===== config.mk =====
export PLATFORM = sky130hd
export DESIGN_NAME = fi2c_slave
export DESIGN_NICKNAME = d
export VERILOG_FILES = /design/src/common/fi2c_pkg.sv /design/src/common/fi2c_flash_if.sv /design/src/core/fi2c_flash.sv /design/src/core/fi2c_slave.sv
export SDC_FILE = /design/constraint.sdc
export NUM_CORES = 2
export LEC_CHECK = 0
export BUFFER_PORTS_ARGS = -buffer_cell sky130_fd_sc_hd__buf_2
export CAP_MARGIN = 20
export CORE_MARGIN = 4
export CORE_UTILIZATION = 32
export DETAILED_ROUTE_END_ITERATION = 6
export HOLD_SLACK_MARGIN = 0.06
export PLACE_DENSITY_LB_ADDON = 0.08
export SYNTH_ARGS = -nofsm -noshare
export SYNTH_HDL_FRONTEND = slang
export SYNTH_SLANG_ARGS = --single-unit
export TNS_END_PERCENT = 5

===== constraint.sdc =====
create_clock -name pclk -period 3.8 [get_ports pclk]
set_clock_uncertainty 0.1 [all_clocks]
set_input_delay 0.19 -clock pclk [delete_from_list [all_inputs] [get_ports pclk]]
set_output_delay 0.19 -clock pclk [all_outputs]
set_load 0.02 [all_outputs]

===== src/common/fi2c_pkg.sv =====
package fi2c_pkg;

    // ************************************************************
    // Timing
    // ************************************************************
    localparam int CLK_HZ       = 10_000_000;
    localparam int T_PROG_US    = 110;
    localparam int T_SERASE_MS  = 501;
    localparam int T_FERASE_MS  = 1002;
    // Longest times, rounded down to whole cycles
    localparam int PROG_CYC     = T_PROG_US * (CLK_HZ / 1_000_000);
    localparam int SERASE_CYC   = T_SERASE_MS * (CLK_HZ / 1_000);
    localparam int FERASE_CYC   = T_FERASE_MS * (CLK_HZ / 1_000);
    localparam int BUSY_W       = 24;

    // ************************************************************
    // Two-wire protocol
    // ************************************************************
    localparam logic [3:0] SLV_HI_DEF  = 4'ha;
    localparam int         PAGE_BYTES  = 16;
    localparam logic [2:0] FULL_TRIG   = 3'h7;
    localparam logic [7:0] ERASED_BYTE = 8'hff;

    // ************************************************************
    // APB register map
    // ************************************************************
    localparam logic [11:0] ADDR_CTRL   = 12'h000;
    localparam logic [11:0] ADDR_STAT   = 12'h004;
    localparam int          CTRL_EN     = 0;
    localparam int          CTRL_FULL   = 1;
    localparam logic        CTRL_EN_RST = 1'b1;
    localparam int          STAT_BUSY   = 0;
    localparam int          STAT_BUS    = 1;
    localparam int          STAT_PTR    = 8;

    // Erase method chosen at build time
    typedef enum logic [1:0] {
        ER_FULL = 2'h0,
        ER_BYTE = 2'h1,
        ER_A2   = 2'h2,
        ER_NONE = 2'h3
    } fi2c_erase_t;

    // Flash operations
    typedef enum logic [1:0] {
        FOP_NONE    = 2'h0,
        FOP_PROG    = 2'h1,
        FOP_ERS_SEC = 2'h2,
        FOP_ERS_ALL = 2'h3
    } fi2c_fop_t;

endpackage


===== src/common/fi2c_flash_if.sv =====
`timescale 1ns/1ps
interface fi2c_flash_if #(parameter int AW = 8);
    logic            req;
    fi2c_pkg::fi2c_fop_t op;
    logic [AW-1:0]   addr;
    logic [7:0]      wdata;
    logic            busy;
    logic [AW-1:0]   raddr;
    logic [7:0]      rdata;

    modport ctl (output req, op, addr, wdata, raddr, input busy, rdata);
    modport mem (input req, op, addr, wdata, raddr, output busy, rdata);
endinterface


===== src/core/fi2c_flash.sv =====
`timescale 1ns/1ps
module fi2c_flash import fi2c_pkg::*; #(
    parameter int MEM_BYTES  = 256,
    parameter int AW         = 8,
    parameter int SERASE_CYC = fi2c_pkg::SERASE_CYC,
    parameter int FERASE_CYC = fi2c_pkg::FERASE_CYC
) (
    // Clock and reset
    input wire logic   pclk,
    input wire logic   presetn,
    // Controller side
    fi2c_flash_if.mem  fl
);

    // ************************************************************
    // User flash array
    // ************************************************************
    logic [7:0]        user_flash_array [MEM_BYTES];
    logic [BUSY_W-1:0] busy_q;
    logic [7:0]        rdata_q;

    // Busy covers the request cycle too, so the controller never races it
    assign fl.busy  = (busy_q != '0) | fl.req;
    assign fl.rdata = rdata_q;

    // Cycle time of the running operation
    always_ff @(posedge pclk or negedge presetn) begin
        if (!presetn) begin
            busy_q <= '0;
        end else if (fl.req) begin
            unique case (fl.op)
                FOP_PROG:    busy_q <= BUSY_W'(PROG_CYC);
                FOP_ERS_SEC: busy_q <= BUSY_W'(SERASE_CYC);
                FOP_ERS_ALL: busy_q <= BUSY_W'(FERASE_CYC);
                default:     busy_q <= '0;
            endcase
        end else if (busy_q != '0) begin
            busy_q <= busy_q - BUSY_W'(1);
        end
    end

    // Array contents; program only clears bits like real flash
    always_ff @(posedge pclk) begin
        if (fl.req) begin
            for (int i = 0; i < MEM_BYTES; i++) begin
                if (fl.op == FOP_ERS_ALL ||
                    (fl.op == FOP_ERS_SEC && (i >= MEM_BYTES / 2) == fl.addr[AW-1])) begin
                    user_flash_array[i] <= ERASED_BYTE;
                end
            end
            if (fl.op == FOP_PROG) begin
                user_flash_array[fl.addr] <= user_flash_array[fl.addr] & fl.wdata;
            end
        end
        rdata_q <= user_flash_array[fl.raddr];
    end

endmodule


===== src/core/fi2c_slave.sv =====
`timescale 1ns/1ps
// Functional notes
// - Write address match acknowledged on ninth clock
// - Memory address and data bytes each acknowledged
// - Programming starts only after stop condition
// - Page write holds at most sixteen bytes
// - Busy device ignores transfers, no address acknowledge
// - Write guard blocks upper half or all
// - Guarded write: acknowledge addresses, refuse first data
// - One erase method fixed at build time
// - Read-only build has no erase at all
// - Address low bits 111 select full erase
// - Full erase starts after stop, polled
// - Guarded full erase trigger address not acknowledged
// - Trigger byte address erases sector then programs
// - Trigger defaults zero and half memory size
// - Address bit two selects sector erase
// - Bit-two erase names sector, starts after stop
// - Guarded bit-two erase refuses the byte address
// - Larger memories take address bits from slave
// - Reads use pointer, incremented after every byte
// - Random read: dummy write then repeated start
// - Sequential read continues while master acknowledges
// - Slave address: fixed nibble, pins, direction bit
module fi2c_slave import fi2c_pkg::*; #(
    parameter int          MEM_BYTES  = 256,
    parameter fi2c_erase_t ERASE_MODE = ER_FULL,
    parameter bit          READ_ONLY  = 1'b0,
    parameter bit          WP_FULL    = 1'b0,
    parameter logic [3:0]  SLV_HI     = SLV_HI_DEF,
    parameter int          TRIG0      = 0,
    parameter int          TRIG1      = MEM_BYTES / 2,
    parameter int          SERASE_CYC = fi2c_pkg::SERASE_CYC,
    parameter int          FERASE_CYC = fi2c_pkg::FERASE_CYC
) (
    // Clock and reset
    input  wire logic        pclk,
    input  wire logic        presetn,
    // APB slave
    input  wire logic        psel,
    input  wire logic        penable,
    input  wire logic        pwrite,
    input  wire logic [11:0] paddr,
    input  wire logic [31:0] pwdata,
    output logic      [31:0] prdata,
    output logic             pready,
    output logic             pslverr,
    // Two-wire bus pins
    input  wire logic        scl_i,
    input  wire logic        sda_i,
    output logic             sda_o,
    output logic             sda_oe,
    // Straps
    input  wire logic        wp_i,
    input  wire logic [2:0]  dev_addr_i
);

    localparam int AW = $clog2(MEM_BYTES);
    localparam fi2c_erase_t EMODE = READ_ONLY ? ER_NONE : ERASE_MODE;
    // Slave address bits used as device bits: A2 mode and large sizes drop some
    localparam logic [2:0] DEV_MASK = {EMODE != ER_A2, AW < 10, AW < 9};
    localparam logic [1:0] HI_MASK  = {AW >= 10, AW >= 9};

    typedef enum logic [5:0] {
        B_IDLE = 6'h01,
        B_DEV  = 6'h02,
        B_MEM  = 6'h04,
        B_WDAT = 6'h08,
        B_RDAT = 6'h10,
        B_IGN  = 6'h20
    } fi2c_bus_t;

    fi2c_flash_if #(.AW(AW)) fl ();

    // ************************************************************
    // Pin synchronisers
    // ************************************************************
    logic [5:0] s1_q, s2_q, s3_q, filt_q;
    logic       scl_p_q, sda_p_q;
    logic       scl_f, sda_f, wp_f, scl_rise, scl_fall, start_c, stop_c;
    logic [2:0] pins_f;

    // Three stages; a bit rises once the last two are both high and falls as soon as they differ
    always_ff @(posedge pclk or negedge presetn) begin
        if (!presetn) begin
            s1_q    <= 6'h3f;
            s2_q    <= 6'h3f;
            s3_q    <= 6'h3f;
            filt_q  <= 6'h3f;
            scl_p_q <= 1'b1;
            sda_p_q <= 1'b1;
        end else begin
            s1_q    <= {scl_i, sda_i, wp_i, dev_addr_i};
            s2_q    <= s1_q;
            s3_q    <= s2_q;
            filt_q  <= (s2_q & s3_q) | (filt_q & ~(s2_q ^ s3_q));
            scl_p_q <= scl_f;
            sda_p_q <= sda_f;
        end
    end

    assign {scl_f, sda_f, wp_f, pins_f} = filt_q;
    assign scl_rise = scl_f & ~scl_p_q;
    assign scl_fall = ~scl_f & scl_p_q;
    assign start_c  = scl_f & scl_p_q & sda_p_q & ~sda_f;
    assign stop_c   = scl_f & scl_p_q & ~sda_p_q & sda_f;

    // ************************************************************
    // Decode helpers
    // ************************************************************
    function automatic logic dev_hit(input logic [7:0] b, input logic [2:0] pins);
        return b[7:4] == SLV_HI && ((b[3:1] ^ pins) & DEV_MASK) == 3'h0;
    endfunction

    function automatic logic [AW-1:0] mk_addr(input logic [1:0] hi, input logic [7:0] lo);
        logic [9:0] full;
        full = {hi, lo};
        return full[AW-1:0];
    endfunction

    // ************************************************************
    // Registers
    // ************************************************************
    fi2c_bus_t     st_q;
    logic [3:0]    bit_q;
    logic [7:0]    sh_q, tx_q;
    logic          sda_oe_q, mack_q, rd_q, a2ers_q;
    logic [1:0]    ahi_q;
    logic [AW-1:0] ptr_q, base_q;
    logic [4:0]    cnt_q;
    logic [7:0]    buf_q [PAGE_BYTES];
    fi2c_fop_t     ers_op_q;
    logic          ers_sec_q;
    logic          en_q, full_q, seq_act_q;
    logic          busy_c, prot_c, dev_rw, dev_fe, fe_ok;

    assign busy_c = seq_act_q;
    // Write guard: whole array or upper half only
    assign prot_c = READ_ONLY || (wp_f && (full_q || ptr_q[AW-1]));
    assign dev_rw = en_q && !busy_c && dev_hit(sh_q, pins_f);
    assign dev_fe = en_q && !busy_c && EMODE == ER_FULL && !sh_q[0] &&
                    sh_q[7:4] == SLV_HI && sh_q[3:1] == FULL_TRIG;
    assign fe_ok  = dev_fe && !wp_f;

    // ************************************************************
    // Bus state machine
    // ************************************************************
    always_ff @(posedge pclk or negedge presetn) begin
        if (!presetn) begin
            st_q      <= B_IDLE;
            bit_q     <= 4'h0;
            sh_q      <= 8'h00;
            tx_q      <= 8'h00;
            sda_oe_q  <= 1'b0;
            mack_q    <= 1'b0;
            rd_q      <= 1'b0;
            a2ers_q   <= 1'b0;
            ahi_q     <= 2'h0;
            ptr_q     <= '0;
            base_q    <= '0;
            cnt_q     <= 5'h00;
            ers_op_q  <= FOP_NONE;
            ers_sec_q <= 1'b0;
        end else if (start_c) begin
            // A repeated start drops any unfinished write
            st_q     <= B_DEV;
            bit_q    <= 4'h0;
            sda_oe_q <= 1'b0;
            cnt_q    <= 5'h00;
            ers_op_q <= FOP_NONE;
        end else if (stop_c) begin
            // Pending work is handed to the sequencer on this edge
            st_q     <= B_IDLE;
            bit_q    <= 4'h0;
            sda_oe_q <= 1'b0;
            cnt_q    <= 5'h00;
            ers_op_q <= FOP_NONE;
        end else if (scl_rise && !st_q[0] && st_q != B_IGN) begin
            if (bit_q < 4'h8) begin
                sh_q <= {sh_q[6:0], sda_f};
            end else begin
                mack_q <= ~sda_f;
            end
            bit_q <= bit_q + 4'h1;
        end else if (scl_fall) begin
            unique case (st_q)
                B_DEV: begin
                    if (bit_q == 4'h8) begin
                        rd_q     <= sh_q[0];
                        ahi_q    <= sh_q[2:1] & HI_MASK;
                        a2ers_q  <= EMODE == ER_A2 && sh_q[3] && !sh_q[0];
                        sda_oe_q <= dev_rw || fe_ok;
                        if (fe_ok && !dev_rw) begin
                            ers_op_q <= FOP_ERS_ALL;
                        end
                    end else if (bit_q == 4'h9) begin
                        bit_q <= 4'h0;
                        if (!sda_oe_q || (ers_op_q == FOP_ERS_ALL)) begin
                            sda_oe_q <= 1'b0;
                            st_q     <= B_IGN;
                        end else if (rd_q) begin
                            // Current-address read starts from the pointer
                            tx_q     <= fl.rdata;
                            sda_oe_q <= ~fl.rdata[7];
                            st_q     <= B_RDAT;
                        end else begin
                            sda_oe_q <= 1'b0;
                            st_q     <= B_MEM;
                        end
                    end
                end
                B_MEM: begin
                    if (bit_q == 4'h8) begin
                        ptr_q    <= mk_addr(ahi_q, sh_q);
                        base_q   <= mk_addr(ahi_q, sh_q);
                        // Guarded sector erase refuses the byte address
                        sda_oe_q <= !(a2ers_q && (READ_ONLY || (wp_f && (full_q ||
                                    mk_addr(ahi_q, sh_q) >= AW'(MEM_BYTES / 2)))));
                        if (a2ers_q) begin
                            ers_op_q  <= FOP_ERS_SEC;
                            ers_sec_q <= mk_addr(ahi_q, sh_q) >= AW'(MEM_BYTES / 2);
                        end
                    end else if (bit_q == 4'h9) begin
                        bit_q    <= 4'h0;
                        st_q     <= (sda_oe_q && !a2ers_q) ? B_WDAT : B_IGN;
                        sda_oe_q <= 1'b0;
                        if (!sda_oe_q) begin
                            ers_op_q <= FOP_NONE;
                        end
                    end
                end
                B_WDAT: begin
                    if (bit_q == 4'h8) begin
                        if (prot_c || cnt_q == 5'(PAGE_BYTES)) begin
                            sda_oe_q <= 1'b0;
                        end else begin
                            sda_oe_q       <= 1'b1;
                            buf_q[cnt_q[3:0]] <= sh_q;
                            cnt_q          <= cnt_q + 5'h01;
                            ptr_q          <= ptr_q + AW'(1);
                            if (EMODE == ER_BYTE && cnt_q == 5'h00 &&
                                (ptr_q == AW'(TRIG0) || ptr_q == AW'(TRIG1))) begin
                                ers_op_q  <= FOP_ERS_SEC;
                                ers_sec_q <= ptr_q == AW'(TRIG1);
                            end
                        end
                    end else if (bit_q == 4'h9) begin
                        bit_q    <= 4'h0;
                        st_q     <= sda_oe_q ? B_WDAT : B_IGN;
                        sda_oe_q <= 1'b0;
                        if (!sda_oe_q) begin
                            // Refused data cancels the whole transaction
                            cnt_q    <= 5'h00;
                            ers_op_q <= FOP_NONE;
                        end
                    end
                end
                B_RDAT: begin
                    if (bit_q == 4'h8) begin
                        sda_oe_q <= 1'b0;
                        ptr_q    <= ptr_q + AW'(1);
                    end else if (bit_q == 4'h9) begin
                        bit_q <= 4'h0;
                        if (mack_q) begin
                            tx_q     <= fl.rdata;
                            sda_oe_q <= ~fl.rdata[7];
                        end else begin
                            st_q <= B_IGN;
                        end
                    end else begin
                        sda_oe_q <= ~tx_q[3'(4'h7 - bit_q)];
                    end
                end
                default: begin
                end
            endcase
        end
    end

    // ************************************************************
    // Program and erase sequencer
    // ************************************************************
    logic          req_q, seq_sec_q;
    fi2c_fop_t     seq_ers_q, op_q;
    logic [4:0]    seq_n_q, seq_i_q;
    logic [AW-1:0] seq_base_q, faddr_q;
    logic [7:0]    fdata_q;

    assign fl.req   = req_q;
    assign fl.op    = op_q;
    assign fl.addr  = faddr_q;
    assign fl.wdata = fdata_q;
    assign fl.raddr = ptr_q;

    // Erase first, then buffered bytes one by one
    always_ff @(posedge pclk or negedge presetn) begin
        if (!presetn) begin
            seq_act_q  <= 1'b0;
            seq_ers_q  <= FOP_NONE;
            seq_sec_q  <= 1'b0;
            seq_n_q    <= 5'h00;
            seq_i_q    <= 5'h00;
            seq_base_q <= '0;
            req_q      <= 1'b0;
            op_q       <= FOP_NONE;
            faddr_q    <= '0;
            fdata_q    <= 8'h00;
        end else if (!seq_act_q) begin
            req_q <= 1'b0;
            if (stop_c && (ers_op_q != FOP_NONE || cnt_q != 5'h00)) begin
                seq_act_q  <= 1'b1;
                seq_ers_q  <= ers_op_q;
                seq_sec_q  <= ers_sec_q;
                seq_n_q    <= cnt_q;
                seq_i_q    <= 5'h00;
                seq_base_q <= base_q;
            end
        end else if (req_q || fl.busy) begin
            req_q <= 1'b0;
        end else if (seq_ers_q != FOP_NONE) begin
            req_q     <= 1'b1;
            op_q      <= seq_ers_q;
            faddr_q   <= {seq_sec_q, {(AW - 1){1'b0}}};
            seq_ers_q <= FOP_NONE;
        end else if (seq_i_q < seq_n_q) begin
            req_q   <= 1'b1;
            op_q    <= FOP_PROG;
            faddr_q <= seq_base_q + AW'(seq_i_q);
            fdata_q <= buf_q[seq_i_q[3:0]];
            seq_i_q <= seq_i_q + 5'h01;
        end else begin
            seq_act_q <= 1'b0;
        end
    end

    fi2c_flash #(
        .MEM_BYTES  (MEM_BYTES),
        .AW         (AW),
        .SERASE_CYC (SERASE_CYC),
        .FERASE_CYC (FERASE_CYC)
    ) u_flash (
        .pclk    (pclk),
        .presetn (presetn),
        .fl      (fl)
    );

    // ************************************************************
    // APB slave
    // ************************************************************
    logic [31:0] prdata_q;
    logic        pready_q, pslverr_q;
    logic        map_c;

    assign map_c = paddr == ADDR_CTRL || paddr == ADDR_STAT;

    // One access cycle; read data captured in the setup cycle
    always_ff @(posedge pclk or negedge presetn) begin
        if (!presetn) begin
            prdata_q  <= 32'h0000_0000;
            pready_q  <= 1'b0;
            pslverr_q <= 1'b0;
            en_q      <= CTRL_EN_RST;
            full_q    <= 1'b0;
        end else begin
            pready_q  <= psel && !penable;
            pslverr_q <= psel && !penable && !map_c;
            if (psel && !penable) begin
                prdata_q <= 32'h0000_0000;
                if (paddr == ADDR_CTRL) begin
                    prdata_q[CTRL_EN]   <= en_q;
                    prdata_q[CTRL_FULL] <= full_q;
                end else if (paddr == ADDR_STAT) begin
                    prdata_q[STAT_BUSY]               <= seq_act_q;
                    prdata_q[STAT_BUS]                <= !st_q[0];
                    prdata_q[STAT_PTR +: AW]          <= ptr_q;
                end
            end
            if (psel && penable && pready_q && pwrite && paddr == ADDR_CTRL) begin
                en_q   <= pwdata[CTRL_EN];
                full_q <= pwdata[CTRL_FULL] | WP_FULL;
            end
        end
    end

    assign prdata  = prdata_q;
    assign pready  = pready_q;
    assign pslverr = pslverr_q;
    assign sda_o   = 1'b0;
    assign sda_oe  = sda_oe_q;
endmodule


Word level (Yosys, flattened, before mapping)
Memory sizes are Yosys's and may differ from the RTL's. A register that Yosys moved wholly into a read port is not among the register bits. Index checks and enable logic that the tools add are counted.

Register bits: 148. RAM bits: 2176. Output and inout bits: 36. Logic and storage cells: 319. Memories: 2.

Add/sub/neg operators: 7. Magnitude comparators: 3. Equality and inequality tests: 50. Multiplexer cells: 120. Bitwise logic cells: 29. Reductions and logical operators: 77.

Memories: u_flash.user_flash_array (depth 256, width 8, rd ports 2, clocked after Yosys merged registers in 1, write ports 256, line fi2c_flash.sv:18) `logic [7:0] user_flash_array [MEM_BYTES];`; buf_q (depth 16, width 8, rd ports 1, clocked after Yosys merged registers in 1, write ports 1, line fi2c_slave.sv:131) `logic [7:0] buf_q [PAGE_BYTES];`.

Operators by type and width (count): $mux 8 (17); $mux 6 (13); $mux 5 (15); $pmux 24 s3 (1); $ne 4x4->1 const B (13); $mux 24 (2); $mux 1 (42); $mux 2 (17); $mux 4 (7); $ne 2x2->1 const B (13); $pmux 8 s3 (1); $reduce_and 12->1 (2); $reduce_bool 24->1 (1); $sub 24x1->24 const B (1); $logic_and 1x1->1 (21); $reduce_and 4->1 (5); $pmux 6 s3 (1); $reduce_and 6->1 (3); $reduce_and 9->1 (2); $pmux 8 s2 (1); $reduce_bool 4->1 (4); $not 1->1 (14); $and 6x6->6 (2); $eq 12x3->1 const B (1); other kinds (49) (87).

Depth between registers and ports, before layout
Depth after elaboration: 14. Gate-level depth with buffers: 16. Depth with buffers taken out: 10.

Cells and area by module
From an unflattened synthesis, not the netlist that was laid out.

Cell total of the unflattened synthesis: 8262. Area total of the unflattened synthesis: 119445.8 um^2.

Modules (own cells, without submodules): fi2c_flash (times used 1, cells each 7510, area each 108230.1 um^2, seq. area each 62259.7 um^2); fi2c_slave (times used 1, cells each 752, area each 11215.8 um^2, seq. area each 7131.8 um^2).

Worst setup path before layout
OpenSTA, ideal clock, no wires.

Kind: register to register. Start point: reg faddr_q[0]. End point: mem u_flash.user_flash_array[163][3], data pin. Library setup time: 292 ps. Arrival time: 3229 ps. Required time: 3408 ps. Slack: 179 ps. Stages on the path, launching flop included: 15. Path buffers: 7. Period minus slack after synthesis: 3621 ps. Path through: dfrtp_1 buf_2 buf_4 buf_6 buf_2 buf_2 mux4_2 a22oi_1 o22ai_1 a211oi_1 nand4_1 o21ai_1 buf_2 buf_2 nand2_1.

RTL lines: start: declaration (line fi2c_slave.sv:286) `logic [AW-1:0] seq_base_q, faddr_q;`; start signal: assignment (line fi2c_slave.sv:323) `faddr_q <= {seq_sec_q, {(AW - 1){1'b0}}};`; start signal: assignment (line fi2c_slave.sv:328) `faddr_q <= seq_base_q + AW'(seq_i_q);`; end: declaration (line fi2c_flash.sv:18).

==> run metrics <==
status finished, violations left; failing checks DRC, setup timing; global-route wire length before repair 749000 um; top cell type's share of synthesized area 0.550; slowest stage cell on the critical path nor2_1; I/O pins 91; flop-to-flop setup slack -0.76 ns; Netlist cell types 86; fin worst setup slack -0.764 ns; Non-Filler Instances between 10000 and 15000; fin util 0.403; Relative slew margins 0.226; top cells by count, synth nand2_1 (2234), edfxtp_1 (2176), mux4_2 (1036); vias per std cell approximately 5.8; MaxCap Viol Count 0; Slew @ Worst Pin 1.16 ns; Fmax achieved 219 MHz; H-tree levels 5; hpwl dp 391000 um; CTS tree yes; worst r2r src faddr_q[2]$_DFFE_PN0P_; final hold violation count 0; RePlAce Congestion roughly 0.96; cell taking the most area after synthesis edfxtp_1; Place WS -1.34 ns; RSZ-0062 raised after global routing true; clock input transition at the sequential cells of the worst setup and hold paths roughly 0.06 ns; hold_sp pwrite; Residual DRC 2; top-count cell post-synth nand2_1; async set or reset register ratio after synthesis 0.0659; crit path cell chain buf_4 > buf_4 > buf_4 > nand2b_2 > buf_12 > buf_4 > nor2_1 > a22oi_1 > o211ai_1 > nor2_1 > buf_4 > nor2_1 > o31ai_4 > buf_6 > buf_16 > buf_16 > buf_12 > clkbuf_16 > nand2_1; mapped cell area between 100000 and 150000 um^2; antenna viol nets, final 0; fin nets 9839; critical path startpoint category flip-flop; Slew Viols, Final 0; Req. time, crit path approximately 4.5 ns; Routed WL per cell 37.2 um; Max stage delay on crit path 0.63 ns; Pleak around 53 nW; CP Data Arrival Time 5.24 ns; dominant synthesized flop cell edfxtp_1; crit path time final 4.56 ns; area post-placement ~140000 um^2; share of layout cells above drive strength 1 0.340; DR vias 86900; initial antenna violation count 32; P per Cell Area ~380 nW/um^2; Tot GR Track Use 0.284; Crit. End Element flip-flop; critical path type flip-flop to flip-flop; core box area 369000 um^2; cells after synthesis 8485; Chip Width 617 um; vias in the first global route 85800; Worst Setup SP faddr_q[2]$_DFFE_PN0P_; main area contributors after synthesis edfxtp_1 (55%), mux4_2 (20%), nand2_1 (7.1%); placement row count 223; CTS buffer count 289; Port Buffers 37; final period utilization 1.20; Sink Count 2338; initial drt markers 10700; sequential area share after synthesis 0.584; most frequent cell on the critical path buf_4; Starting Density 0.322; Routed WL 556000 um; Yosys reg bits 2338; clk_lat worst skew around 0.94 ns; largest fanout on the critical path 9; post-route cell area 149000 um^2; # placed instances 14300; yosys warns 0; maximum VDD drop 0.325 mV; worst min-delay path class input pin to flip-flop; average size of a mapped cell 14.0 um^2; setup violators final 2123; Initial DRT Pass Iterations 7; height of the chip roughly 620 um; total congestion overflow 0; largest net degree at the start of global routing 72; EDFF count, synth ~2200; synth-to-layout area growth 25.3%; CTS max path bufs 4; Clock Tree Root clkbuf_16; Die ar. ~380000 um^2
cell families after synthesis:
kind of cell    share of synthesized area
simple gates                       0.0989
flops                               0.584
mux                                 0.235
compound gates                     0.0458
buf+inv                            0.0309
fa+ha+maj                         0.00322
xor+xnor                          0.00221
other cells                     0.0000315
state kept, by name (all words and copies together), names as in the netlist, 8 cells and up:
signal / count
faddr_q: 8
tx_q: 8
u_flash.user_flash_array: 2048
seq_base_q: 8
u_flash.busy_q: 24
prdata: 10
buf_q: 128
fl.raddr: 8
fdata_q: 8
u_flash.fl.rdata: 8
base_q: 8
sh_q: 8
report_power, final:
part           switching (mW)  internal, mW  total, mW
sequential              0.155          27.9       28.1
combinational           0.196         0.108      0.304
clock                    11.8          16.3       28.1
layer usage:
metal | global-route usage | vias to the layer above | part of all wire
met5 | 0 | - | 0.00014
met4 | 0.120 | 12 | 0.050
met3 | 0.0563 | 882 | 0.085
met2 | 0.438 | 4270 | 0.45
met1 | 0.391 | 46600 | 0.41
li1 | - | 35100 | -
worst max-delay path, delay by kind of cell (launching register included):
family                 cells  cell delay, ns
buffers and inverters     11            2.01
AND/OR/NAND/NOR            5            1.22
flip-flops                 1            0.55
AO/OA/AOI/OAI              3            0.44
cell type report:
| class | instances | area (um^2) |
|---|---|---|
| Fill cell | 34600 | 220000 |
| Sequential cell | 2338 | 69400 |
| Clock inverter | 174 | 1760 |
| Tap cell | 4950 | 6190 |
| Multi-Input combinational cell | 5365 | 46600 |
| Clock buffer | 350 | 7580 |
| Inverter | 38 | 151 |
| Timing Repair Buffer | 1722 | 17200 |
| Antenna cell | 18 | 45.0 |
layout by cell type (no fill, tap or decap), types with 34 or more instances in the layout:
master / count
buf_2: 37
nand3_1: 74
clkbuf_16: 299
mux2_2: 67
clkinv_1: 49
buf_6: 38
a21oi_1: 95
mux2i_1: 369
o21ai_0: 357
mux4_2: 1036
dfrtp_1: 110
a22oi_1: 130
nor3_1: 44
nand2_1: 2221
o22ai_1: 47
clkinv_2: 59
dlygate4sd3_1: 36
clkbuf_1: 52
buf_12: 213
nor2_1: 372
inv_1: 34
edfxtp_1: 2176
buf_16: 48
buf_4: 1322
stage by stage:
step | setup TNS, ns | hold WS [ns] | power, mW
6_report | -1032.19 | 0.194 | 56.4
5_1_grt | -1029.44 | 0.217 | 57.9
4_1_cts | -911.86 | 0.118 | 57.0
3_5_place_dp | -1837.05 | 0.0172 | 28.9
3_3_place_gp | -1860.08 | 0.0132 | 28.9
2_1_floorplan | 0 | -0.206 | 28.7
path summary, 6_finish.rpt:
check | end | cells after the start
max in group asynchronous | seq_i_q[0]$_DFFE_PN0P_ | 4
max reg2reg | u_flash.user_flash_array[26][6]$_SDFFCE_PN1P_ | 19
min reg2reg | s2_q[3]$_DFF_PN1_ | 0
min in group asynchronous | prdata[14]$_DFFE_PN0P_ | 4
min | full_q$_DFFE_PN0P_ | 5
max | u_flash.user_flash_array[26][6]$_SDFFCE_PN1P_ | 19
timing repair:
action | CTS | global route
endpoints found under the setup margin | 2071 | 2027
resized for setup | 175 | 88
hold buffers | 37 | 0
cloned | 28 | 7
endpoints found under the hold margin | 165 | 0
pin swaps | 16 | 19
setup buffers | 67 | 14
Note: power is estimated with default switching activity, not from simulation.
